[src/rtl/ssfs_pkg.sv]
// Package for the receive capture and memory segment sequencer.
// Assumes one system clock and a synchronous, active-high reset.
`default_nettype none
package ssfs_pkg;
    // ************************************************************
    // Register offsets (byte addresses).
    // ************************************************************
    localparam logic [7:0] SSFS_OFS_RX_CTRL = 8'h34;
    localparam logic [7:0] SSFS_OFS_RX_STAT = 8'h38;
    localparam logic [7:0] SSFS_OFS_RX_A = 8'h50;
    localparam logic [7:0] SSFS_OFS_TX_A = 8'h54;
    localparam logic [7:0] SSFS_OFS_SET_MEM = 8'h58;
    localparam logic [7:0] SSFS_OFS_RX_B = 8'h5c;
    localparam logic [7:0] SSFS_OFS_TX_B = 8'h60;
    localparam logic [7:0] SSFS_OFS_RX_C = 8'h64;
    localparam logic [7:0] SSFS_OFS_TX_C = 8'h68;
    localparam logic [7:0] SSFS_OFS_RX_D = 8'h6c;
    localparam logic [7:0] SSFS_OFS_TX_D = 8'h70;
    localparam logic [7:0] SSFS_OFS_RX_LOOP = 8'h74;
    localparam logic [7:0] SSFS_OFS_TX_LOOP = 8'h78;
    localparam logic [7:0] SSFS_OFS_RX_CMD = 8'h7c;
    localparam logic [7:0] SSFS_OFS_TX_CMD = 8'h80;

    // ************************************************************
    // Field positions.
    // ************************************************************
    localparam int SSFS_CTL_RX_EN = 0;
    localparam int SSFS_CTL_LOOP_IRQ = 2;
    localparam int SSFS_CTL_AF_IRQ = 3;
    localparam int SSFS_CTL_OVF_IRQ = 4;
    localparam int SSFS_CTL_LOAD = 8;
    localparam int SSFS_CTL_UNLOAD = 9;
    localparam logic [31:0] SSFS_CTL_MASK = 32'h0000_031d;
    localparam int SSFS_CMD_TEST = 0;
    localparam int SSFS_CMD_LOOPED = 2;
    localparam int SSFS_CMD_CONT = 3;
    localparam logic [7:0] SSFS_CMD_MASK = 8'h0d;
    localparam int SSFS_ST_OVF = 0;
    localparam int SSFS_ST_AF = 1;
    localparam int SSFS_ST_LOOP = 2;

    // ************************************************************
    // Values after reset, sizes and levels.
    // ************************************************************
    localparam logic [31:0] SSFS_RST_WORD = 32'h0000_0000;
    localparam logic [7:0] SSFS_RST_BYTE = 8'h00;
    localparam int SSFS_AW = 24;
    localparam logic [23:0] SSFS_AF_LEVEL = 24'h0001f0;
    localparam logic [1:0] SSFS_BUF_DEPTH = 2'h2;

    // ************************************************************
    // Memory sequencer states, Gray along the read path.
    // ************************************************************
    typedef enum logic [2:0] {
        SSFS_IDLE = 3'h0,
        SSFS_WR_LO = 3'h1,
        SSFS_WR_HI = 3'h3,
        SSFS_RD_LO = 3'h2,
        SSFS_RD_HI = 3'h6,
        SSFS_DMA_OUT = 3'h4
    } ssfs_state_t;
endpackage
`default_nettype wire

[src/rtl/ssfs_sequencer.sv]
// Receive capture, two-word IO buffer and memory segment sequencer.
// Assumes a memory port that grants one 16-bit access per mem_gnt and
// a link clock far slower than clk_sys.
//
// Overview of operation
// - Receive enable starts capture; clear means idle.
// - Byte captured on falling link clock with enable.
// - Bytes packed into words, first byte lowest.
// - Capture continues until receive enable cleared.
// - Loop completion interrupt gated by its enable.
// - Almost-full flag drives interrupt when enabled.
// - Full at word write sets sticky overflow.
// - IO buffer drains to memory without software.
// - Load and unload enables act independently.
// - Start and end pointers are inclusive.
// - Each address is one 16-bit location.
// - B and C bound the body.
// - Looped: A to C, repeat body, on to D.
// - Eight-bit loop count, values 1 to 255.
// - D included; FIFO mode wraps to A.
// - Retransmit: after D wrap or stop.
// - Receive keeps its own data counter.
// - Command bits: continuous, looped, test.
// - Looped select applies count, else FIFO.
// - Continuous repeats pattern, else once.
// - FIFO mode always runs continuously.
`default_nettype none
module ssfs_sequencer
    import ssfs_pkg::*;
(
    // Clock and reset
    input wire logic clk_sys,
    input wire logic rst,
    // Register port
    input wire logic reg_wr,
    input wire logic reg_rd,
    input wire logic [7:0] reg_addr,
    input wire logic [31:0] reg_wdata,
    output logic [31:0] reg_rdata,
    output logic irq,
    // Link from the data source
    input wire logic link_clk,
    input wire logic link_en,
    input wire logic [7:0] link_data,
    // Memory port
    output logic mem_req,
    output logic mem_we,
    output logic [ssfs_pkg::SSFS_AW-1:0] mem_addr,
    output logic [15:0] mem_wdata,
    input wire logic mem_gnt,
    input wire logic [15:0] mem_rdata,
    // DMA FIFO side
    output logic dma_valid,
    output logic [31:0] dma_data,
    input wire logic dma_ready
);
    import ssfs_pkg::*;

    // ************************************************************
    // Registers.
    // ************************************************************
    logic [31:0] ctrl_q, rx_a_q, tx_a_q, set_mem_q, rx_b_q, tx_b_q;
    logic [31:0] rx_c_q, tx_c_q, rx_d_q, tx_d_q;
    logic [7:0] rx_loop_q, tx_loop_q, rx_cmd_q, tx_cmd_q;
    logic ovf_q, loop_done_q, af_q;
    logic ovf_set, loop_set;
    logic rx_en, load_en, unload_en, looped, cont;

    assign rx_en = ctrl_q[SSFS_CTL_RX_EN];
    assign load_en = ctrl_q[SSFS_CTL_LOAD];
    assign unload_en = ctrl_q[SSFS_CTL_UNLOAD];
    assign looped = rx_cmd_q[SSFS_CMD_LOOPED];
    assign cont = rx_cmd_q[SSFS_CMD_CONT];

    always_ff @(posedge clk_sys) begin
        if (rst) begin
            ctrl_q <= SSFS_RST_WORD;
            rx_a_q <= SSFS_RST_WORD;
            tx_a_q <= SSFS_RST_WORD;
            set_mem_q <= SSFS_RST_WORD;
            rx_b_q <= SSFS_RST_WORD;
            tx_b_q <= SSFS_RST_WORD;
            rx_c_q <= SSFS_RST_WORD;
            tx_c_q <= SSFS_RST_WORD;
            rx_d_q <= SSFS_RST_WORD;
            tx_d_q <= SSFS_RST_WORD;
            rx_loop_q <= SSFS_RST_BYTE;
            tx_loop_q <= SSFS_RST_BYTE;
            rx_cmd_q <= SSFS_RST_BYTE;
            tx_cmd_q <= SSFS_RST_BYTE;
        end else if (reg_wr) begin
            case (reg_addr)
                SSFS_OFS_RX_CTRL: ctrl_q <= reg_wdata & SSFS_CTL_MASK;
                SSFS_OFS_RX_A: rx_a_q <= reg_wdata;
                SSFS_OFS_TX_A: tx_a_q <= reg_wdata;
                SSFS_OFS_SET_MEM: set_mem_q <= reg_wdata;
                SSFS_OFS_RX_B: rx_b_q <= reg_wdata;
                SSFS_OFS_TX_B: tx_b_q <= reg_wdata;
                SSFS_OFS_RX_C: rx_c_q <= reg_wdata;
                SSFS_OFS_TX_C: tx_c_q <= reg_wdata;
                SSFS_OFS_RX_D: rx_d_q <= reg_wdata;
                SSFS_OFS_TX_D: tx_d_q <= reg_wdata;
                SSFS_OFS_RX_LOOP: rx_loop_q <= reg_wdata[7:0];
                SSFS_OFS_TX_LOOP: tx_loop_q <= reg_wdata[7:0];
                SSFS_OFS_RX_CMD: rx_cmd_q <= reg_wdata[7:0] & SSFS_CMD_MASK;
                SSFS_OFS_TX_CMD: tx_cmd_q <= reg_wdata[7:0] & SSFS_CMD_MASK;
                default: ;
            endcase
        end
    end

    always_ff @(posedge clk_sys) begin
        if (rst) begin
            reg_rdata <= SSFS_RST_WORD;
        end else if (reg_rd) begin
            case (reg_addr)
                SSFS_OFS_RX_CTRL: reg_rdata <= ctrl_q;
                SSFS_OFS_RX_STAT: reg_rdata <= {29'h0, loop_done_q, af_q, ovf_q};
                SSFS_OFS_RX_A: reg_rdata <= rx_a_q;
                SSFS_OFS_TX_A: reg_rdata <= tx_a_q;
                SSFS_OFS_SET_MEM: reg_rdata <= set_mem_q;
                SSFS_OFS_RX_B: reg_rdata <= rx_b_q;
                SSFS_OFS_TX_B: reg_rdata <= tx_b_q;
                SSFS_OFS_RX_C: reg_rdata <= rx_c_q;
                SSFS_OFS_TX_C: reg_rdata <= tx_c_q;
                SSFS_OFS_RX_D: reg_rdata <= rx_d_q;
                SSFS_OFS_TX_D: reg_rdata <= tx_d_q;
                SSFS_OFS_RX_LOOP: reg_rdata <= {24'h0, rx_loop_q};
                SSFS_OFS_TX_LOOP: reg_rdata <= {24'h0, tx_loop_q};
                SSFS_OFS_RX_CMD: reg_rdata <= {24'h0, rx_cmd_q};
                SSFS_OFS_TX_CMD: reg_rdata <= {24'h0, tx_cmd_q};
                default: reg_rdata <= SSFS_RST_WORD;
            endcase
        end
    end

    // ************************************************************
    // Status flags and interrupt request.
    // ************************************************************
    // Sticky overflow, set beats clear
    always_ff @(posedge clk_sys) begin
        if (rst) begin
            ovf_q <= 1'b0;
        end else if (ovf_set) begin
            ovf_q <= 1'b1;
        end else if (reg_wr && reg_addr == SSFS_OFS_RX_STAT && reg_wdata[SSFS_ST_OVF]) begin
            ovf_q <= 1'b0;
        end
    end

    always_ff @(posedge clk_sys) begin
        if (rst) begin
            loop_done_q <= 1'b0;
        end else if (loop_set) begin
            loop_done_q <= 1'b1;
        end else if (reg_wr && reg_addr == SSFS_OFS_RX_STAT && reg_wdata[SSFS_ST_LOOP]) begin
            loop_done_q <= 1'b0;
        end
    end

    always_ff @(posedge clk_sys) begin
        if (rst) begin
            irq <= 1'b0;
        end else begin
            irq <= (ovf_q & ctrl_q[SSFS_CTL_OVF_IRQ])
                | (af_q & ctrl_q[SSFS_CTL_AF_IRQ])
                | (loop_done_q & ctrl_q[SSFS_CTL_LOOP_IRQ]);
        end
    end

    // ************************************************************
    // Link synchronisers and byte capture.
    // ************************************************************
    logic [9:0] sync1_q, sync2_q;
    logic clk_old_q;
    logic [31:0] pack_q;
    logic [1:0] byte_idx_q;
    logic word_stb_q;
    logic buf_in_ready;

    always_ff @(posedge clk_sys) begin
        if (rst) begin
            sync1_q <= 10'h000;
            sync2_q <= 10'h000;
            clk_old_q <= 1'b0;
        end else begin
            sync1_q <= {link_clk, link_en, link_data};
            sync2_q <= sync1_q;
            clk_old_q <= sync2_q[9];
        end
    end

    always_ff @(posedge clk_sys) begin
        if (rst || !rx_en) begin
            pack_q <= SSFS_RST_WORD;
            byte_idx_q <= 2'h0;
            word_stb_q <= 1'b0;
        end else begin
            word_stb_q <= 1'b0;
            if (clk_old_q && !sync2_q[9] && sync2_q[8]) begin
                pack_q[byte_idx_q*8 +: 8] <= sync2_q[7:0];
                byte_idx_q <= byte_idx_q + 2'h1;
                word_stb_q <= (byte_idx_q == 2'h3);
            end
        end
    end

    // Word arriving at a full path
    assign ovf_set = word_stb_q && !buf_in_ready;

    // ************************************************************
    // Two-entry IO buffer.
    // ************************************************************
    logic [31:0] buf_mem_q [2];
    logic buf_wp_q, buf_rp_q;
    logic [1:0] buf_cnt_q;
    logic buf_pop, buf_push;

    assign buf_in_ready = (buf_cnt_q != SSFS_BUF_DEPTH);
    assign buf_push = word_stb_q && buf_in_ready;

    always_ff @(posedge clk_sys) begin
        if (rst) begin
            buf_wp_q <= 1'b0;
            buf_rp_q <= 1'b0;
            buf_cnt_q <= 2'h0;
        end else begin
            if (buf_push) begin
                buf_mem_q[buf_wp_q] <= pack_q;
                buf_wp_q <= ~buf_wp_q;
            end
            if (buf_pop) begin
                buf_rp_q <= ~buf_rp_q;
            end
            buf_cnt_q <= buf_cnt_q + {1'b0, buf_push} - {1'b0, buf_pop};
        end
    end

    // ************************************************************
    // Segment pointers.
    // ************************************************************
    logic [23:0] wa_q, ra_q, avail_q, cap;
    logic [7:0] wl_q, rl_q;
    logic wstop_q, rstop_q;
    logic [33:0] wnext, rnext;
    ssfs_state_t state_q;
    logic [15:0] rd_lo_q;
    logic wr_done, rd_done;

    // Inclusive bounds, two locations a word
    assign cap = 24'((rx_d_q[23:0] - rx_a_q[23:0] + 24'h1) >> 1);

    // Returns {stop, loop-done, remaining count, next address}.
    function automatic logic [33:0] ssfs_step(input logic [23:0] a, input logic [7:0] left);
        logic [23:0] last;
        last = a + 24'h1;
        if (looped && last == rx_c_q[23:0] && left > 8'h1) begin
            return {2'b00, 8'(left - 8'h1), rx_b_q[23:0]};
        end else if (last == rx_d_q[23:0]) begin
            if (!looped) begin
                return {2'b00, left, rx_a_q[23:0]};
            end else if (cont) begin
                return {2'b01, rx_loop_q, rx_a_q[23:0]};
            end else begin
                return {2'b11, left, a};
            end
        end else begin
            return {2'b00, left, 24'(a + 24'h2)};
        end
    endfunction

    assign wnext = ssfs_step(wa_q, wl_q);
    assign rnext = ssfs_step(ra_q, rl_q);
    assign wr_done = (state_q == SSFS_WR_HI) && mem_gnt;
    assign rd_done = (state_q == SSFS_DMA_OUT) && dma_ready;
    // Buffer drains on each completed word write
    assign buf_pop = wr_done;
    assign loop_set = (wr_done && wnext[32]) || (wr_done && wnext[33]);

    // Load pointer follows load enable only
    always_ff @(posedge clk_sys) begin
        if (rst || !load_en) begin
            wa_q <= rx_a_q[23:0];
            wl_q <= rx_loop_q;
            wstop_q <= 1'b0;
        end else if (wr_done) begin
            wa_q <= wnext[23:0];
            wl_q <= wnext[31:24];
            wstop_q <= wnext[33];
        end
    end

    // Unload pointer follows unload enable only
    always_ff @(posedge clk_sys) begin
        if (rst || !unload_en) begin
            ra_q <= rx_a_q[23:0];
            rl_q <= rx_loop_q;
            rstop_q <= 1'b0;
        end else if (rd_done) begin
            ra_q <= rnext[23:0];
            rl_q <= rnext[31:24];
            rstop_q <= rnext[33];
        end
    end

    always_ff @(posedge clk_sys) begin
        if (rst) begin
            avail_q <= 24'h0;
            af_q <= 1'b0;
        end else begin
            avail_q <= avail_q + {23'h0, wr_done} - {23'h0, rd_done};
            af_q <= (avail_q >= SSFS_AF_LEVEL);
        end
    end

    // ************************************************************
    // Memory sequencer.
    // ************************************************************
    // Loading wins over unloading so the capture path backs up last.
    always_ff @(posedge clk_sys) begin
        if (rst) begin
            state_q <= SSFS_IDLE;
            mem_req <= 1'b0;
            mem_we <= 1'b0;
            mem_addr <= 24'h0;
            mem_wdata <= 16'h0;
            rd_lo_q <= 16'h0;
            dma_valid <= 1'b0;
            dma_data <= SSFS_RST_WORD;
        end else begin
            case (state_q)
                SSFS_IDLE: begin
                    if (load_en && !wstop_q && buf_cnt_q != 2'h0
                        && (looped || avail_q < cap)) begin
                        state_q <= SSFS_WR_LO;
                        mem_req <= 1'b1;
                        mem_we <= 1'b1;
                        mem_addr <= wa_q;
                        mem_wdata <= buf_mem_q[buf_rp_q][15:0];
                    // Looped unload trusts a loaded pattern
                    end else if (unload_en && !rstop_q && (looped || avail_q != 24'h0)) begin
                        state_q <= SSFS_RD_LO;
                        mem_req <= 1'b1;
                        mem_we <= 1'b0;
                        mem_addr <= ra_q;
                    end
                end
                SSFS_WR_LO: begin
                    if (mem_gnt) begin
                        state_q <= SSFS_WR_HI;
                        mem_addr <= 24'(mem_addr + 24'h1);
                        mem_wdata <= buf_mem_q[buf_rp_q][31:16];
                    end
                end
                SSFS_WR_HI: begin
                    if (mem_gnt) begin
                        state_q <= SSFS_IDLE;
                        mem_req <= 1'b0;
                        mem_we <= 1'b0;
                    end
                end
                SSFS_RD_LO: begin
                    if (mem_gnt) begin
                        state_q <= SSFS_RD_HI;
                        rd_lo_q <= mem_rdata;
                        mem_addr <= 24'(mem_addr + 24'h1);
                    end
                end
                SSFS_RD_HI: begin
                    if (mem_gnt) begin
                        state_q <= SSFS_DMA_OUT;
                        mem_req <= 1'b0;
                        dma_valid <= 1'b1;
                        dma_data <= {mem_rdata, rd_lo_q};
                    end
                end
                SSFS_DMA_OUT: begin
                    if (dma_ready) begin
                        state_q <= SSFS_IDLE;
                        dma_valid <= 1'b0;
                    end
                end
                default: begin
                    state_q <= SSFS_IDLE;
                    mem_req <= 1'b0;
                    dma_valid <= 1'b0;
                end
            endcase
        end
    end
endmodule
`default_nettype wire

[config.mk]
export PLATFORM = sky130hd
export DESIGN_NAME = ssfs_sequencer
export DESIGN_NICKNAME = d
export VERILOG_FILES = /design/src/rtl/ssfs_pkg.sv /design/src/rtl/ssfs_sequencer.sv
export SDC_FILE = /design/constraint.sdc
export NUM_CORES = 2
export LEC_CHECK = 0
export ABC_CLOCK_PERIOD_IN_PS = 5600
export BUFFER_PORTS_ARGS = -buffer_cell sky130_fd_sc_hd__buf_4
export CAP_MARGIN = 0
export CORE_UTILIZATION = 50
export DETAILED_ROUTE_END_ITERATION = 7
export HOLD_SLACK_MARGIN = 0.1
export PLACE_DENSITY = 0.82
export SLEW_MARGIN = 40
export SYNTH_ARGS = -nofsm -noshare
export SYNTH_HDL_FRONTEND = slang
export SYNTH_SLANG_ARGS = --single-unit
[constraint.sdc]
create_clock -name clk_sys -period 5.6 [get_ports clk_sys]
set_input_delay 1.12 -clock clk_sys [delete_from_list [all_inputs] [get_ports clk_sys]]
set_output_delay 1.12 -clock clk_sys [all_outputs]
set_load 0.02 [all_outputs]
; ---- After elaboration in Yosys (flattened, before gate mapping)
; Memory sizes are Yosys's and may differ from the RTL's. A register that Yosys moved wholly into a read port is not among the register bits.
; Cells that the tools add are included.
[totals]
reg_bits = 596
mem_bits_rw = 64
in_bits = 72
mem_count = 1
[memory_table]
columns = name, depth, word_bits, rd, rd_ports_with_merged_regs, write_ports, line_no
row1 = buf_mem_q, 2, 32, 1, 1, 1, ssfs_sequencer.sv:214  ; logic [31:0] buf_mem_q [2];
[op_classes]
addsub = 15
magnitude_cmp = 4
eq_ne = 37
shifts = 2
mux = 50
bitwise_logic = 10
n_reduce_logical = 80
[op_table]
columns = operator, count
row1 = case mux 32 bit (15 select lines), 1
row2 = 2-to-1 mux 34 bit, 6
row3 = 2-to-1 mux 24 bit, 7
row4 = adder 24 x 1 -> 24 bit (second input constant), 4
row5 = equality test 24 bit, 4
row6 = equality test 8 x 7 -> 1 bit (second input constant), 12
row7 = adder 24 x 2 -> 24 bit (second input constant), 2
row8 = case mux 24 bit (2 select lines), 1
row9 = AND reduction 2 bit, 18
row10 = negator 5 -> 34 bit, 1
row11 = variable shift 8 x 34 -> 32 bit (first input constant), 1
row12 = variable part select 8 x 34 -> 32 bit, 1
row13 = bitwise mux 32 bit, 1
row14 = 2-to-1 mux 16 bit, 2
row15 = 2-to-1 mux 8 bit, 4
row16 = case mux 16 bit (2 select lines), 1
row17 = adder 24 x 1 -> 24 bit, 1
row18 = >= comparator 24 x 9 -> 1 bit (second input constant), 1
row19 = less-than comparator 24 x 23 -> 1 bit, 1
row20 = nonzero test 24 bit, 1
row21 = subtractor 24 x 1 -> 24 bit, 1
row22 = subtractor 24 bit, 1
row23 = 2-to-1 mux 3 bit, 7
row24 = logical AND 1 bit, 20
row25 = 33 further kinds, 99

; ---- Logic depth before layout (Yosys ltp)
[logic_depth]
word_depth = 8
mapped_depth = 27
depth_no_buf = 24

; ---- Worst setup path after synthesis
; Ideal clock, no wire load.
[synth_path]
path_kind = flip-flop to flip-flop
startpoint = register rx_d_q[1]
endpoint = register mem_wdata[10]
setup_time_ns = 0.070
arrival_time_ns = 5.697
setup_slack_ns = -0.167
stages_incl_launch_ff = 26
n_path_buf = 2
synth_period_minus_slack_ns = 5.767
cell_sequence = dfxtp_1 inv_1 ha_1 inv_1 ha_1 fa_1 a211oi_1 o21ai_0 a2111oi_0 o21ai_0 a41oi_1 a21oi_1 a21o_1 a21oi_1 xor2_1 ha_1 nand3_1 o221ai_1 a21oi_1 o311ai_0 nor2_1 clkbuf_1 o21ai_1 clkbuf_1 nand3_1 a21oi_1
[synth_via]
elab_chain_cells = 7
[synth_rtl]
columns = item, line_no
row1 = start: declaration, ssfs_sequencer.sv:63  ; logic [31:0] rx_c_q, tx_c_q, rx_d_q, tx_d_q;
row2 = start signal: assignment, ssfs_sequencer.sv:101  ; SSFS_OFS_RX_D: rx_d_q <= reg_wdata;
row3 = subtractor 24 bit, ssfs_sequencer.sv:251  ; assign cap = 24'((rx_d_q[23:0] - rx_a_q[23:0] + 24'h1) >> 1);
row4 = adder 24 x 1 -> 24 bit, ssfs_sequencer.sv:251
row5 = less-than comparator 24 x 23 -> 1 bit, ssfs_sequencer.sv:334  ; && (looped || avail_q < cap)) begin
row6 = logical OR 1 bit, ssfs_sequencer.sv:334
row7 = logical AND 1 bit, ssfs_sequencer.sv:334
row8 = != test 2 bit (no source line), n/a
row9 = AND reduction 3 bit (no source line), n/a
row10 = end signal: assignment, ssfs_sequencer.sv:339  ; mem_wdata <= buf_mem_q[buf_rp_q][15:0];
row11 = end signal: assignment, ssfs_sequencer.sv:352  ; mem_wdata <= buf_mem_q[buf_rp_q][31:16];
row12 = end: declaration, ssfs_sequencer.sv:49  ; output logic [15:0] mem_wdata,
; No other way between the ends.
; A chain may end at the register's enable or synchronous reset.

; ---- Worst setup path after layout
[layout_path]
startpoint = register rx_d_q[1]
endpoint = register mem_addr[13] (netlist name)
[layout_via]
elab_chain_cells = 7
[layout_rtl]
columns = item, line_no
row1 = subtractor 24 bit *, ssfs_sequencer.sv:251
row2 = adder 24 x 1 -> 24 bit *, ssfs_sequencer.sv:251
row3 = less-than comparator 24 x 23 -> 1 bit *, ssfs_sequencer.sv:334
row4 = logical OR 1 bit *, ssfs_sequencer.sv:334
row5 = logical AND 1 bit *, ssfs_sequencer.sv:334
row6 = != test 3 bit (no source line) or 2-to-1 mux 24 bit (tied branches), n/a
row7 = AND reduction 3 bit (no source line) or case mux 24 bit (2 select lines) (tied branches), n/a
row8 = end signal: assignment, ssfs_sequencer.sv:338  ; mem_addr <= wa_q;
row9 = end signal: assignment, ssfs_sequencer.sv:345  ; mem_addr <= ra_q;
row10 = end signal: assignment, ssfs_sequencer.sv:351  ; mem_addr <= 24'(mem_addr + 24'h1);
row11 = end: declaration, ssfs_sequencer.sv:48  ; output logic [ssfs_pkg::SSFS_AW-1:0] mem_addr,
; Mark *: on every way between the ends. The rest lies on a longest branch, timed or not.

==> impl_metrics.env <==
export IMPL_status="finished, violations left"
export IMPL_violations="DRC"
export IMPL_hold_class="register to register"
export IMPL_slowest_delay_ps=360
export IMPL_cts_tree="yes"
export IMPL_power_switching_w=0.00348
export IMPL_routed_via_density=6.39
export IMPL_grt_max_degree=213
export IMPL_placedCellCount=5116
export IMPL_die_h_microns=266
export IMPL_die_area_sq_um=70800
export IMPL_critPathBufInv=6
export IMPL_crit_path_max_fanout=9
export IMPL_synth_seq_area_share_pct=41.6
export IMPL_hpwl_microns=83300
export IMPL_hold_viol_final=0
export IMPL_area_delta_synth_final_pct=14.4
export IMPL_drtAntennaViolNets=0
export IMPL_netlist_instances=4211
export IMPL_first_pass_iters=8
export IMPL_start_util_pct=50.7
export IMPL_cpLargestDelayFamily="compound AO/OA/AOI/OAI gates"
export IMPL_timing_hold_ws_ps=434
export IMPL_ctsHoldBuffers=0
export IMPL_num_rows=96
export IMPL_synth_edf_count=128
export IMPL_cts_num_sinks=661
export IMPL_ys_seq_elements=661
export IMPL_synth_top_area_share_pct=30.6
export IMPL_final_cell_mix="902 x nand2_1, 532 x dfxtp_1, 528 x a21oi_1"
export IMPL_p_int_w=0.00881
export IMPL_cap_violations=0
export IMPL_cts_setup_buffers=0
export IMPL_slew_violations=0
export IMPL_antenna_found_initial=6
export IMPL_place_worst_setup_slack_ps=-307
export IMPL_ios=180
export IMPL_layout_commonest_cell="nand2_1"
export IMPL_drt_wirelength_per_cell_microns=23.2
export IMPL_numCtsBuffers=73
export IMPL_synthFlopType="dfxtp_1"
export IMPL_crit_type="register to register"
export IMPL_clkLatencyLatePin_ps=640
export IMPL_core_area_sq_um=68800
export IMPL_comb_power_share_pct=17.6
export IMPL_critPathRequiredTime_ps=6090
export IMPL_grt_use_total_pct=33.6
export IMPL_grt_pass1_wl_microns=184000
export IMPL_regMostFlops="buf_mem_q"
export IMPL_drt_initial_drc_count=4587
export IMPL_cellLeakagePower_nw=13.9
export IMPL_fin_crit_ps=5250
export IMPL_async_flop_share_pct=0
export IMPL_drive_gt1_share_pct=12.2
export IMPL_setup_slack_ps=347
export IMPL_grt_pass1_vias=31100
export IMPL_syn_nets=4409
export IMPL_maxSlewHeadroom_pct=39.2
export IMPL_cp_start_kind="register"
export IMPL_finalCritPeriodShare_pct=93.8
export IMPL_netlist_area_sq_um=34900
export IMPL_p_per_area_nw_per_um2=308
export IMPL_critPathMostFrequentCell="buf_4"
export IMPL_setup_violations_final=0
export IMPL_wirelength_microns=122000
export IMPL_drc_errors=5
export IMPL_ys_types=97
export IMPL_clock_skew_ps=40.7
export IMPL_root_buffer="clkbuf_16"
export IMPL_ir_drop_v=0.000279
export IMPL_synthTopCellsByArea="dfxtp_1 31%, edfxtp_1 11%, nand2_1 9.8%"
export IMPL_layoutNonFillerInstCount=5253
export IMPL_cpMaxStageDelayCell="fa_2"
export IMPL_clockBufferDepth=3
export IMPL_rsz0062_at_grt="false"
export IMPL_p_clk_share_pct=40.8
export IMPL_port_buffers=179
export IMPL_pwr_share_seq_pct=41.6
export IMPL_ys_warnings_count=0
export IMPL_tightestPinTransition_ps=912
export IMPL_nets=4460
export IMPL_fp_dieW_microns=266
export IMPL_yosys_area_top_type="dfxtp_1"
export IMPL_grt_ovfl_total=0
export IMPL_synth_area_per_cell_sq_um=8.29
export IMPL_clk_pin_slew_worst_paths_ps=50
export IMPL_max_freq_mhz=190
export IMPL_gp_congestion=1.03
export IMPL_switching_share_pct=28.3
export IMPL_cp_arrival_ps=5740
export IMPL_vias=33600
export IMPL_largest_reg_flops=64
export IMPL_h_tree_depth=3
export IMPL_end_kind="register"
stage by stage:
step                      power (W)  area (sq um)  util [%]  setup TNS (ps)
after floorplan             0.00673         34900         -               0
after global placement      0.00724         37200      54.0           -1240
after detailed placement    0.00729         37200      54.1          -10250
after CTS                    0.0122         39800      57.8               0
after global routing         0.0128         39900      58.0               0
final                        0.0123         39900      58.0               0
Yosys cell counts, types with 9 or more instances:
| library cell | count |
|---|---|
| nand2_1 | 911 |
| dfxtp_1 | 533 |
| a21oi_1 | 530 |
| clkbuf_1 | 281 |
| nor2_1 | 203 |
| nand3_1 | 141 |
| xnor2_1 | 134 |
| edfxtp_1 | 128 |
| ha_1 | 124 |
| inv_1 | 114 |
| o21ai_0 | 110 |
| xor2_1 | 69 |
| nor3_1 | 60 |
| mux2i_1 | 52 |
| a22o_1 | 48 |
| a22oi_1 | 46 |
| a31oi_1 | 45 |
| nand4_1 | 44 |
| nor2b_1 | 40 |
| a221oi_1 | 39 |
| nor4_1 | 32 |
| and2_1 | 30 |
| a222oi_1 | 28 |
| nand2b_1 | 27 |
| and3_1 | 26 |
| buf_2 | 26 |
| a211oi_1 | 25 |
| a21o_1 | 21 |
| o211ai_1 | 20 |
| or3_1 | 18 |
| o221ai_1 | 17 |
| o22ai_1 | 17 |
| mux4_2 | 16 |
| xnor3_1 | 13 |
| o31ai_1 | 12 |
| buf_1 | 11 |
| or2_2 | 11 |
| a221o_1 | 10 |
| nor3b_1 | 10 |
| o2111ai_1 | 10 |
| o21bai_1 | 10 |
| buf_4 | 9 |
| nand3b_1 | 9 |
| o21a_1 | 9 |
repair_timing:
item / CTS / global route
gates resized for setup: 6 / 12
hold endpoints to repair: 0 / 0
endpoints found under the setup margin: 43 / 43
pin swaps: 0 / 5
logic make-up (layout without fill, tap and decap cells):
group                      count (synthesis)  in the layout  synth area share [%]
and+or+nand+nor                         1615           1615                  20.8
muxes                                     70             70                  2.59
buffers and inverters                    444            551                  5.00
DFF                                      661            661                  41.6
AOI/OAI and AO/OA                       1077           1077                  19.4
adders and majority gates                127            127                  4.59
xor gates and xnor gates                 217            217                  6.00
other                                      0              4                     0
power groups by stage:
stage | sequential (W) | combinational (W) | clock, W
2_1_floorplan | 0.00515 | 0.00157 | 0
3_3_place_gp | 0.00521 | 0.00203 | 0
3_5_place_dp | 0.00521 | 0.00208 | 0
4_1_cts | 0.00511 | 0.00210 | 0.00504
5_1_grt | 0.00512 | 0.00240 | 0.00524
6_report | 0.00511 | 0.00216 | 0.00502
per-layer routing:
metal  routed length, microns  global-route usage [%]  share of wire, %
met5                       13                       0             0.011
met4                     8700                    21.2               7.1
met2                    54600                    53.3                45
met1                    45300                    41.8                37
met3                    13500                    6.61                11
area by class of cell:
type | count | area, sq um
Antenna cell | 4 | 10.0
Tap cell | 931 | 1160
Sequential cell | 661 | 14500
Fill cell | 5909 | 28900
Clock inverter | 23 | 308
Timing Repair Buffer | 306 | 2430
Inverter | 114 | 428
Multi-Input combinational cell | 3106 | 18900
Clock buffer | 108 | 2200
worst paths after layout:
check,start,to,slack (ps),cells after the start
worst max-delay path,rx_d_q[1],mem_addr[13],350,27
worst min-delay path,sync1_q[2],sync2_q[2],430,1
worst max register to register,rx_d_q[1],mem_addr[13],350,27
worst min register to register,sync1_q[2],sync2_q[2],430,1
worst register-to-register path: stages (launching register included):
cell and delay, ps:
dfxtp_1 320, inv_1 40, ha_1 260, inv_1 40, ha_1 220, fa_2 360
a211oi_2 310, o21ai_2 130, a2111oi_4 310, buf_4 170, o21ai_1 110, a41oi_2 200
a21oi_1 110, a21o_1 200, a21oi_2 150, xor2_1 170, ha_1 260, nand3_1 130
o221ai_2 120, a21oi_2 210, o311a_1 220, buf_4 180, o211ai_1 110, buf_4 180
buf_4 140, o31ai_1 240, o31a_1 180, nor3_1 40
(Power assumes the default switching activity.)
